`config.mk`:
```
export PLATFORM = sky130hd
export DESIGN_NAME = tpq_classifier
export DESIGN_NICKNAME = d
export VERILOG_FILES = /design/src/verilog/tpq_pkg.sv /design/src/verilog/tpq_isqrt.sv /design/src/verilog/tpq_classifier.sv
export SDC_FILE = /design/constraint.sdc
export NUM_CORES = 2
export LEC_CHECK = 0
export BUFFER_PORTS_ARGS = -buffer_cell sky130_fd_sc_hd__buf_2
export CAP_MARGIN = 5
export CORE_UTILIZATION = 45
export CTS_BUF_LIST = sky130_fd_sc_hd__clkbuf_4
export DETAILED_ROUTE_END_ITERATION = 16
export SYNTH_ARGS = -nofsm -noshare
export SYNTH_HDL_FRONTEND = slang
export SYNTH_SLANG_ARGS = --single-unit
```
`constraint.sdc`:
```
create_clock -name clk -period 10.36 [get_ports clk]
set_clock_uncertainty 0.05 [all_clocks]
set_input_delay 0.518 -clock clk [delete_from_list [all_inputs] [get_ports clk]]
set_output_delay 0.518 -clock clk [all_outputs]
set_load 0.02 [all_outputs]
```
`src/verilog/tpq_pkg.sv`:
```
/*
 * Shared constants and carrier types of the pixel quality classifier.
 * Assumes one 100 MHz clock domain and 12-bit signed phase samples.
 */
package tpq_pkg;

    // Register map
    localparam logic [7:0] MOD_DIV_ADDR  = 8'h85;
    localparam logic [7:0] MOD_DIV_RESET = 8'h01;
    localparam logic [7:0] MOD_DIV_80    = 8'h00;
    localparam logic [7:0] MOD_DIV_40    = 8'h01;
    localparam logic [7:0] MOD_DIV_20    = 8'h03;
    localparam logic [7:0] MOD_DIV_10    = 8'h07;
    localparam logic [7:0] MOD_DIV_5     = 8'h0F;
    localparam logic [7:0] UNMAPPED_READ = 8'h00;

    // Timebase figures at divider setting 0, halved or doubled per step
    localparam int BASE_MOD_KHZ  = 80000;
    localparam int LED_PER_MOD   = 4;
    localparam int BASE_LED_KHZ  = BASE_MOD_KHZ / LED_PER_MOD;
    localparam int BASE_UNAMB_DM = 75;
    localparam int RANGE_CODES   = 3000;
    localparam int UM_PER_DM     = 100000;
    localparam int BASE_RES_UM   = BASE_UNAMB_DM * UM_PER_DM / RANGE_CODES;

    // Amplitude classes in LSB
    localparam int AMP_NOISY_LSB = 25;
    localparam int AMP_GOOD_LSB  = 100;
    localparam int AMP_OVER_LSB  = 2000;

    // Validity limits in percent of full scale
    localparam int FULL_SCALE = 2047;
    localparam int PCT_SAT    = 99;
    localparam int PCT_DARK   = 1;
    localparam int PCT_USE    = 5;

    // Ambient-to-modulated limits: 60 dB and 70 dB as linear ratios
    localparam int AMR_60_RATIO  = 1000;
    localparam int AMR_70_RATIO  = 3162;
    localparam int DB_PER_OCTAVE = 6;

    // Amplitude root width and fixed accept-to-result latency in cycles
    localparam int ROOT_W         = 13;
    localparam int RESULT_LATENCY = 56;

    typedef enum logic [1:0] {
        AMP_WEAK  = 2'h0,
        AMP_NOISY = 2'h1,
        AMP_GOOD  = 2'h2,
        AMP_OVER  = 2'h3
    } tpq_amp_class_t;

    typedef enum logic [1:0] {
        AMR_EXCELLENT  = 2'h0,
        AMR_SUFFICIENT = 2'h1,
        AMR_WEAK       = 2'h2
    } tpq_amr_class_t;

    typedef enum logic [1:0] {
        DEC_KEEP     = 2'h0,
        DEC_USE      = 2'h1,
        DEC_INCREASE = 2'h2,
        DEC_DECREASE = 2'h3
    } tpq_decision_t;

    typedef enum logic [2:0] {
        ST_IDLE  = 3'h0,
        ST_LOAD  = 3'h1,
        ST_SQRT  = 3'h2,
        ST_DIV   = 3'h3,
        ST_CLASS = 3'h4
    } tpq_state_t;

    typedef struct packed {
        logic               valid;
        logic               first;
        logic               overflow;
        logic signed [11:0] data;
    } tpq_sample_t;

    typedef struct packed {
        logic [4:0]  mult;
        logic [16:0] mod_khz;
        logic [14:0] led_khz;
        logic [10:0] unamb_dm;
        logic [15:0] res_um;
    } tpq_timebase_t;

    typedef struct packed {
        logic [11:0]    amplitude;
        logic [7:0]     ratio_db;
        logic [31:0]    mod_irradiance;
        tpq_amp_class_t amp_class;
        tpq_amr_class_t amr_class;
        tpq_decision_t  decision;
    } tpq_result_t;

endpackage

```
`src/verilog/tpq_isqrt.sv`:
```
/*
 * Bit-serial integer square root, one result bit per clock.
 * Assumes start is a single-cycle pulse and is not repeated while busy.
 */
`timescale 1ns/10ps
module tpq_isqrt #(
    parameter int RW = 13
) (
    // Clock and reset
    input  wire logic            clk,
    input  wire logic            rst,
    // Request
    input  wire logic            start,
    input  wire logic [2*RW-1:0] radicand,
    // Answer
    output logic                 done,
    output logic [RW-1:0]        root
);
    localparam int IW = $clog2(RW);

    logic [2*RW-1:0] rad;
    logic [IW-1:0]   bit_idx;
    logic            running;

    wire  [RW-1:0]   bit_mask = RW'(1) << bit_idx;
    wire  [RW-1:0]   trial    = root | bit_mask;
    wire  [2*RW-1:0] trial_sq = trial * trial;

    // Fixed RW iterations keep the caller's latency constant
    always_ff @(posedge clk) begin
        if (rst) begin
            rad     <= '0;
            root    <= '0;
            bit_idx <= '0;
            running <= 1'b0;
            done    <= 1'b0;
        end else begin
            done <= 1'b0;
            if (start) begin
                rad     <= radicand;
                root    <= '0;
                bit_idx <= IW'(RW - 1);
                running <= 1'b1;
            end else if (running) begin
                if (trial_sq <= rad) begin
                    root <= trial;
                end
                if (bit_idx == '0) begin
                    running <= 1'b0;
                    done    <= 1'b1;
                end else begin
                    bit_idx <= bit_idx - IW'(1);
                end
            end
        end
    end
endmodule // tpq_isqrt

```
`src/verilog/tpq_classifier.sv`:
```
/*
 * Per-pixel time-of-flight quality classifier with modulation divider register.
 * Assumes samples arrive in phase order zero to three, synchronous to clk.
 */
`timescale 1ns/10ps
module tpq_classifier #(
    parameter int SENS_W = 12,
    parameter int TREF_W = 16,
    parameter int TINT_W = 16,
    parameter int AMB_W  = 32
) (
    // Clock and reset
    input  wire logic                   clk,
    input  wire logic                   rst,
    // Register port
    input  wire logic                   reg_wr,
    input  wire logic [7:0]             reg_addr,
    input  wire logic [7:0]             reg_wdata,
    output logic [7:0]                  reg_rdata,
    // Sample stream
    input  wire tpq_pkg::tpq_sample_t   sample,
    output logic                        sample_ready,
    // Measurement context, taken with the last sample
    input  wire logic [SENS_W-1:0]      ac_sensitivity,
    input  wire logic [TREF_W-1:0]      int_time_ref,
    input  wire logic [TINT_W-1:0]      int_time_used,
    input  wire logic [AMB_W-1:0]       ambient_irradiance,
    // Results
    output logic                        result_valid,
    output tpq_pkg::tpq_result_t        result,
    output tpq_pkg::tpq_timebase_t      timebase
);
    localparam int NUM_W = SENS_W + TREF_W + 12;
    localparam int DEN_W = TINT_W + 5;
    localparam int CW    = $clog2(NUM_W);

    function automatic logic div_legal(input logic [7:0] v);
        return v == tpq_pkg::MOD_DIV_80 || v == tpq_pkg::MOD_DIV_40 ||
               v == tpq_pkg::MOD_DIV_20 || v == tpq_pkg::MOD_DIV_10 ||
               v == tpq_pkg::MOD_DIV_5;
    endfunction

    function automatic logic pct_above(input logic [12:0] x, input int p);
        return 32'(x) * 32'd100 > 32'(p * tpq_pkg::FULL_SCALE);
    endfunction

    function automatic logic pct_below(input logic [12:0] x, input int p);
        return 32'(x) * 32'd100 < 32'(p * tpq_pkg::FULL_SCALE);
    endfunction

    function automatic logic [12:0] mag(input logic signed [11:0] s);
        return s[11] ? 13'(-{s[11], s}) : {1'b0, s};
    endfunction

    function automatic logic [5:0] msb_index(input logic [31:0] v);
        logic [5:0] r;
        r = '0;
        for (int i = 0; i < 32; i++) begin
            if (v[i]) r = 6'(i);
        end
        return r;
    endfunction

    logic [7:0]               mod_clk_divider;
    tpq_pkg::tpq_state_t      state;
    logic [1:0]               idx;
    logic signed [11:0]       smp [4];
    logic                     any_overflow;
    logic                     any_bright;
    logic                     all_dark;
    logic [AMB_W-1:0]         amb_q;
    logic [DEN_W-1:0]         den;
    logic [SENS_W+TREF_W-1:0] sens_ref;
    logic [11:0]              amp;
    logic [NUM_W-1:0]         quo_num;
    logic [DEN_W:0]           rem;
    logic [CW-1:0]            div_cnt;
    logic                     sqrt_done;
    logic [12:0]              sqrt_root;

    // Register port and timebase decode
    wire       div_wr   = reg_wr && reg_addr == tpq_pkg::MOD_DIV_ADDR && div_legal(reg_wdata);
    wire [2:0] tb_shift = 3'(mod_clk_divider[0]) + 3'(mod_clk_divider[1]) +
                          3'(mod_clk_divider[2]) + 3'(mod_clk_divider[3]);

    always_ff @(posedge clk) begin
        if (rst) begin
            mod_clk_divider <= tpq_pkg::MOD_DIV_RESET;
            reg_rdata       <= '0;
            timebase        <= '0;
        end else begin
            if (div_wr) begin
                mod_clk_divider <= reg_wdata;
            end
            reg_rdata <= reg_addr == tpq_pkg::MOD_DIV_ADDR ? mod_clk_divider
                                                           : tpq_pkg::UNMAPPED_READ;
            timebase.mult     <= 5'(1) << tb_shift;
            timebase.mod_khz  <= 17'(tpq_pkg::BASE_MOD_KHZ) >> tb_shift;
            timebase.led_khz  <= 15'(tpq_pkg::BASE_LED_KHZ) >> tb_shift;
            timebase.unamb_dm <= 11'(tpq_pkg::BASE_UNAMB_DM) << tb_shift;
            timebase.res_um   <= 16'(tpq_pkg::BASE_RES_UM) << tb_shift;
        end
    end

    // Sample intake: a first-flagged sample restarts the set at phase zero
    wire        fire      = sample.valid && sample_ready;
    wire [1:0]  cur_idx   = sample.first ? 2'h0 : idx;
    wire        last_fire = fire && cur_idx == 2'h3;
    wire [12:0] smag      = mag(sample.data);
    wire        s_bright  = pct_above(smag, tpq_pkg::PCT_SAT);
    wire        s_dark    = !pct_above(smag, tpq_pkg::PCT_DARK);

    // Amplitude radicand from the stored phase samples
    wire signed [12:0] d20      = {smp[2][11], smp[2]} - {smp[0][11], smp[0]};
    wire signed [12:0] d31      = {smp[3][11], smp[3]} - {smp[1][11], smp[1]};
    wire signed [25:0] sq20     = d20 * d20;
    wire signed [25:0] sq31     = d31 * d31;
    wire        [25:0] radicand = $unsigned(sq20) + $unsigned(sq31);

    tpq_isqrt #(
        .RW       (tpq_pkg::ROOT_W)
    ) u_isqrt (
        .clk      (clk),
        .rst      (rst),
        .start    (state == tpq_pkg::ST_LOAD),
        .radicand (radicand),
        .done     (sqrt_done),
        .root     (sqrt_root)
    );

    // Restoring divider for sensitivity * reference time * amplitude / (used time * timebase multiplier)
    wire [DEN_W:0] shifted_rem = {rem[DEN_W-1:0], quo_num[NUM_W-1]};
    wire           fits        = shifted_rem >= {1'b0, den};
    wire [DEN_W:0] next_rem    = fits ? shifted_rem - {1'b0, den} : shifted_rem;
    wire [NUM_W-1:0] dividend  = NUM_W'(sens_ref * sqrt_root[12:1]);

    // A zero divisor saturates the quotient rather than faulting
    wire [31:0] etof = |quo_num[NUM_W-1:32] ? '1 : quo_num[31:0];

    // Ratio and classes, evaluated in ST_CLASS
    wire [AMB_W+11:0] amb_w   = (AMB_W + 12)'(amb_q);
    wire [AMB_W+11:0] lim_70  = (AMB_W + 12)'(etof) * (AMB_W + 12)'(tpq_pkg::AMR_70_RATIO);
    wire [AMB_W+11:0] lim_60  = (AMB_W + 12)'(etof) * (AMB_W + 12)'(tpq_pkg::AMR_60_RATIO);
    wire              amr_wk  = amb_w > lim_70;
    wire              amr_ex  = amb_w < lim_60;
    wire signed [6:0] oct     = 7'(msb_index(32'(amb_q))) - 7'(msb_index(etof));
    // Octave count gives roughly 6 dB steps; exact logs are not worth the area
    wire [7:0]        amr_db  = oct[6] ? 8'h00 : 8'(oct) * 8'(tpq_pkg::DB_PER_OCTAVE);
    wire [12:0]       amp13   = {1'b0, amp};
    wire              amp_hi  = pct_above(amp13, tpq_pkg::PCT_SAT);
    wire              amp_lo  = pct_below(amp13, tpq_pkg::PCT_DARK);
    wire              amp_use = !pct_below(amp13, tpq_pkg::PCT_USE) && !amp_hi;

    tpq_pkg::tpq_amp_class_t amp_cls;
    tpq_pkg::tpq_amr_class_t amr_cls;
    tpq_pkg::tpq_decision_t  decision;

    assign amp_cls = amp < 12'(tpq_pkg::AMP_NOISY_LSB) ? tpq_pkg::AMP_WEAK  :
                     amp < 12'(tpq_pkg::AMP_GOOD_LSB)  ? tpq_pkg::AMP_NOISY :
                     amp > 12'(tpq_pkg::AMP_OVER_LSB)  ? tpq_pkg::AMP_OVER  : tpq_pkg::AMP_GOOD;
    assign amr_cls = amr_wk ? tpq_pkg::AMR_WEAK :
                     amr_ex ? tpq_pkg::AMR_EXCELLENT : tpq_pkg::AMR_SUFFICIENT;
    // Steps in priority order: overflow, samples, amplitude, ratio
    assign decision = any_overflow       ? tpq_pkg::DEC_DECREASE :
                      any_bright         ? tpq_pkg::DEC_DECREASE :
                      all_dark           ? tpq_pkg::DEC_INCREASE :
                      amp_hi             ? tpq_pkg::DEC_DECREASE :
                      amp_lo             ? tpq_pkg::DEC_INCREASE :
                      amr_wk             ? tpq_pkg::DEC_DECREASE :
                      amp_use && amr_ex  ? tpq_pkg::DEC_USE : tpq_pkg::DEC_KEEP;

    // Next state
    tpq_pkg::tpq_state_t next_state;
    always_comb begin
        next_state = state;
        case (state)
            tpq_pkg::ST_IDLE:  if (last_fire) next_state = tpq_pkg::ST_LOAD;
            tpq_pkg::ST_LOAD:  next_state = tpq_pkg::ST_SQRT;
            tpq_pkg::ST_SQRT:  if (sqrt_done) next_state = tpq_pkg::ST_DIV;
            tpq_pkg::ST_DIV:   if (div_cnt == '0) next_state = tpq_pkg::ST_CLASS;
            tpq_pkg::ST_CLASS: next_state = tpq_pkg::ST_IDLE;
            default:           next_state = tpq_pkg::ST_IDLE;
        endcase
    end

    always_ff @(posedge clk) begin
        if (rst) begin
            state        <= tpq_pkg::ST_IDLE;
            sample_ready <= 1'b0;
            idx          <= '0;
            smp          <= '{default: '0};
            any_overflow <= 1'b0;
            any_bright   <= 1'b0;
            all_dark     <= 1'b0;
            amb_q        <= '0;
            den          <= '0;
            sens_ref     <= '0;
            amp          <= '0;
            quo_num      <= '0;
            rem          <= '0;
            div_cnt      <= '0;
            result_valid <= 1'b0;
            result       <= '0;
        end else begin
            state        <= next_state;
            sample_ready <= next_state == tpq_pkg::ST_IDLE;
            result_valid <= 1'b0;
            if (fire) begin
                idx          <= cur_idx + 2'h1;
                smp[cur_idx] <= sample.data;
                any_overflow <= sample.overflow || (cur_idx != 2'h0 && any_overflow);
                any_bright   <= s_bright || (cur_idx != 2'h0 && any_bright);
                all_dark     <= s_dark && (cur_idx == 2'h0 || all_dark);
            end
            if (last_fire) begin
                amb_q    <= ambient_irradiance;
                den      <= DEN_W'(int_time_used * timebase.mult);
                sens_ref <= (SENS_W + TREF_W)'(ac_sensitivity * int_time_ref);
            end
            if (state == tpq_pkg::ST_SQRT && sqrt_done) begin
                amp     <= sqrt_root[12:1];
                quo_num <= dividend;
                rem     <= '0;
                div_cnt <= CW'(NUM_W - 1);
            end
            if (state == tpq_pkg::ST_DIV) begin
                rem     <= next_rem;
                quo_num <= {quo_num[NUM_W-2:0], fits};
                div_cnt <= div_cnt - CW'(1);
            end
            if (state == tpq_pkg::ST_CLASS) begin
                result_valid          <= 1'b1;
                result.amplitude      <= amp;
                result.ratio_db       <= amr_db;
                result.mod_irradiance <= etof;
                result.amp_class      <= amp_cls;
                result.amr_class      <= amr_cls;
                result.decision       <= decision;
            end
        end
    end

    localparam int RES_LAT = tpq_pkg::RESULT_LATENCY + 1;  // Strobe is sampled one edge after launch
endmodule // tpq_classifier

```
==> results.cfg <==
[status]
status = finished clean

[pwr]
powerDensity_nw_per_um2 = 199.2
peakVddDrop_uv = 1075
total_power_uw = 14180
power.leakage_uw = 0.03606

[die]
rows = 139
die-area_um2 = 147800
die_w_um = 384.5
initial_core_util_pct = 45.61
core_area_um2 = 144400
die_h_um = 384.5
io_pins = 242

[routing]
wire_per_inst_um = 18.23
firstDrtPassIters = 8
drt-total-wl_um = 176700
drc_errors = 0
detail-route-antenna-nets = 0
vias = 51590
routed_via_density = 5.320
drt_iter0_drc = 3230

[layout]
nNetsFinal = 9760
drive_gt1_share_pct = 7.458
syn_to_final_growth_pct = 8.134
fillers = 14000

[yosys]
synthArstFlopShare_pct = 0
ys.flop_type = dfxtp_1
synth_edf_count = 0
ys_types = 97
yosys.area.top_type = fa_1
yosysSeqAreaShare_pct = 11.34
synth_area_um2 = 65830
synthCells = 7472
syn_area_per_cell_um2 = 8.811
yosys_warnings = 0
yosysTopAreaCellShare_pct = 34.27
yosys_register_bits = 373
synth_area_leaders = fa_1 (34%), ha_1 (16%), dfxtp_1 (11%)

[critical_path]
crit_type = flop to flop
worst_setup_path_start_kind = flop
cp_slowest_cell = fa_1
cp.required_ns = 11.13
cp_max_fo = 30
critPathBufInv = 5
critPathArrivalTime_ns = 10.51
path_delay_family = adder cells
crit_path_end_kind = flop
critPathMaxStageDelay_ns = 0.53

[sta]
final_hold_viol_count = 0
period_needed_ns = 9.742
rsz0062_at_grt = no
setup_viol = 0
max-slew-margin-rel_pct = 26.03
fmax_mhz = 102.7
tightest_slew_ns = 1.101
final_max_slew_viol_count = 0
min_period_over_period_pct = 94.03
tns_ns = 0

[placement]
globalplace.congestion = 0.9446
hpwl_um = 144700
io_buffer_count = 238

[clock_network]
cts_root_buffer = clkbuf_4
cts.clk_slew.worst_paths_ns = 0.07
cts_tree = yes
cts_buffer_depth = 3
cts.sinks = 373
insertion_delay_ns = 1.10
cts_buffers = 111
htreeDepth = 3

[global_route]
grt_pass1_wl_um = 287300
grt_max_degree = 156
antenna_found_initial = 5
grt_pass1_vias = 53710
gr-usage-all-layers_pct = 24.48
grt-ovfl-total = 0

[min_path]
hold_path_class = input port to flop

[run]
cap_violations = 0
==> cells in the mapped netlist (27+ instances only) <==
cell	count
a211oi_1	82
a21o_1	97
a21oi_1	406
a222oi_1	27
and2_1	251
and3_1	32
buf_4	28
clkbuf_1	244
dfxtp_1	373
fa_1	1127
ha_1	819
inv_1	1302
mux2i_1	32
nand2_1	967
nand2b_1	44
nand3_1	70
nand4_1	30
nor2_1	481
nor2b_1	55
nor3_1	103
o21a_1	44
o21ai_0	171
o21bai_1	31
or3_1	48
xnor2_1	172
xor2_1	73
==> cell families after synthesis <==
logic type | synth area share (%)
AOI/OAI and AO/OA | 10.69
and+or+nand+nor | 15.00
xor gates and xnor gates | 3.259
DFF | 11.34
other | 0.01141
adders and majority gates | 49.84
buffers and inverters | 9.299
muxes | 0.5550
==> sequential cells by signal, summed over array words and instances, names as in the netlist, 2 cells and up <==
name,count
amb_q,32
amp,12
den,21
div_cnt,6
idx,2
mod_clk_divider,8
quo_num,40
reg_rdata,8
rem,21
result,57
sens_ref,28
smp,48
state,3
timebase,37
u_isqrt.bit_idx,4
u_isqrt.rad,26
u_isqrt.root,13
==> area by class of cell <==
type                       instances  area [µm²]  area share (%)
inverter                        1313        4932           6.928
sequential                       373        7467           10.49
clock inverter                    42       252.7          0.3550
tap                             1903        2381           3.345
antenna                            4       10.01         0.01406
timing repair buffer             401        2618           3.677
clock buffer                     157        1179           1.656
multi-input combinational       5504       52350           73.54
==> repair_timing <==
item,in CTS,in global routing
endpoints found under the setup margin,0,1
resized for setup,0,7
setup buffers,0,0
hold buffers,72,0
hold endpoints to repair,155,0
==> path summary, 6_finish.rpt <==
check	from	endpoint	slack (ns)	depth (start not counted)
max	quo_num[32]	result[2]	0.62	37
min	int_time_used[2]	den[2]	0.15	6
max reg2reg	quo_num[32]	result[2]	0.62	37
min reg2reg	mod_clk_divider[7]	reg_rdata[7]	0.39	1
==> power by group <==
group          total [µW]  internal, µW  switching, µW  leakage, µW
Combinational       11300          5050           6200       0.0322
Sequential           1450          1440           4.33      0.00301
Clock                1480           715            766     0.000852
Total               14200          7210           6970       0.0361
==> cell usage in the layout, fill, tap and decap left out, drive strengths merged, types with 31 or more instances in the layout <==
cell | synthesis | layout
buf | 43 | 329
o21a | 44 | 44
clkbuf | 244 | 157
nand2b | 45 | 45
dlygate4sd3 | 0 | 72
nand2 | 967 | 967
o21bai | 31 | 31
fa | 1127 | 1127
mux2i | 32 | 32
and3 | 32 | 32
nor3 | 103 | 103
nor2 | 481 | 481
nand3 | 70 | 70
dfxtp | 373 | 373
and2 | 251 | 251
nor2b | 55 | 55
ha | 819 | 819
clkinv | 7 | 47
o21ai | 179 | 179
a211oi | 84 | 84
a21o | 97 | 97
or3 | 48 | 48
inv | 1306 | 1307
xnor2 | 172 | 172
xor2 | 73 | 73
a21oi | 408 | 408
==> routing by layer <==
layer,wire length (µm),global-route usage (%)
met5,34,0
met2,83020,40.68
met3,9014,3.133
met4,4335,6.481
met1,80320,33.55
==> tightest hold or removal path: cells and delay by family <==
kind,cells,cell delay (ns)
AOI/OAI and AO/OA,1,0.11
adders and majority gates,2,0.25
buffers and inverters,1,0.13
and+or+nand+nor,2,0.19
==> metrics by stage <==
step                hold slack (ns)  cell area, µm²  util (%)  std cells  setup slack [ns]
CTS                         0.05215           71150     49.29       9693            0.4338
global placement             0.3829           68990     47.80       9422            0.6019
finish                       0.1527           71190     49.32       9697            0.6183
detailed placement           0.3853           68990     47.80       9422            0.4702
global route                 0.1550           71190     49.32       9696           0.03669
floorplan                    0.3709           65850         -       7477             1.073
Power figures use the tool's default switching activity.
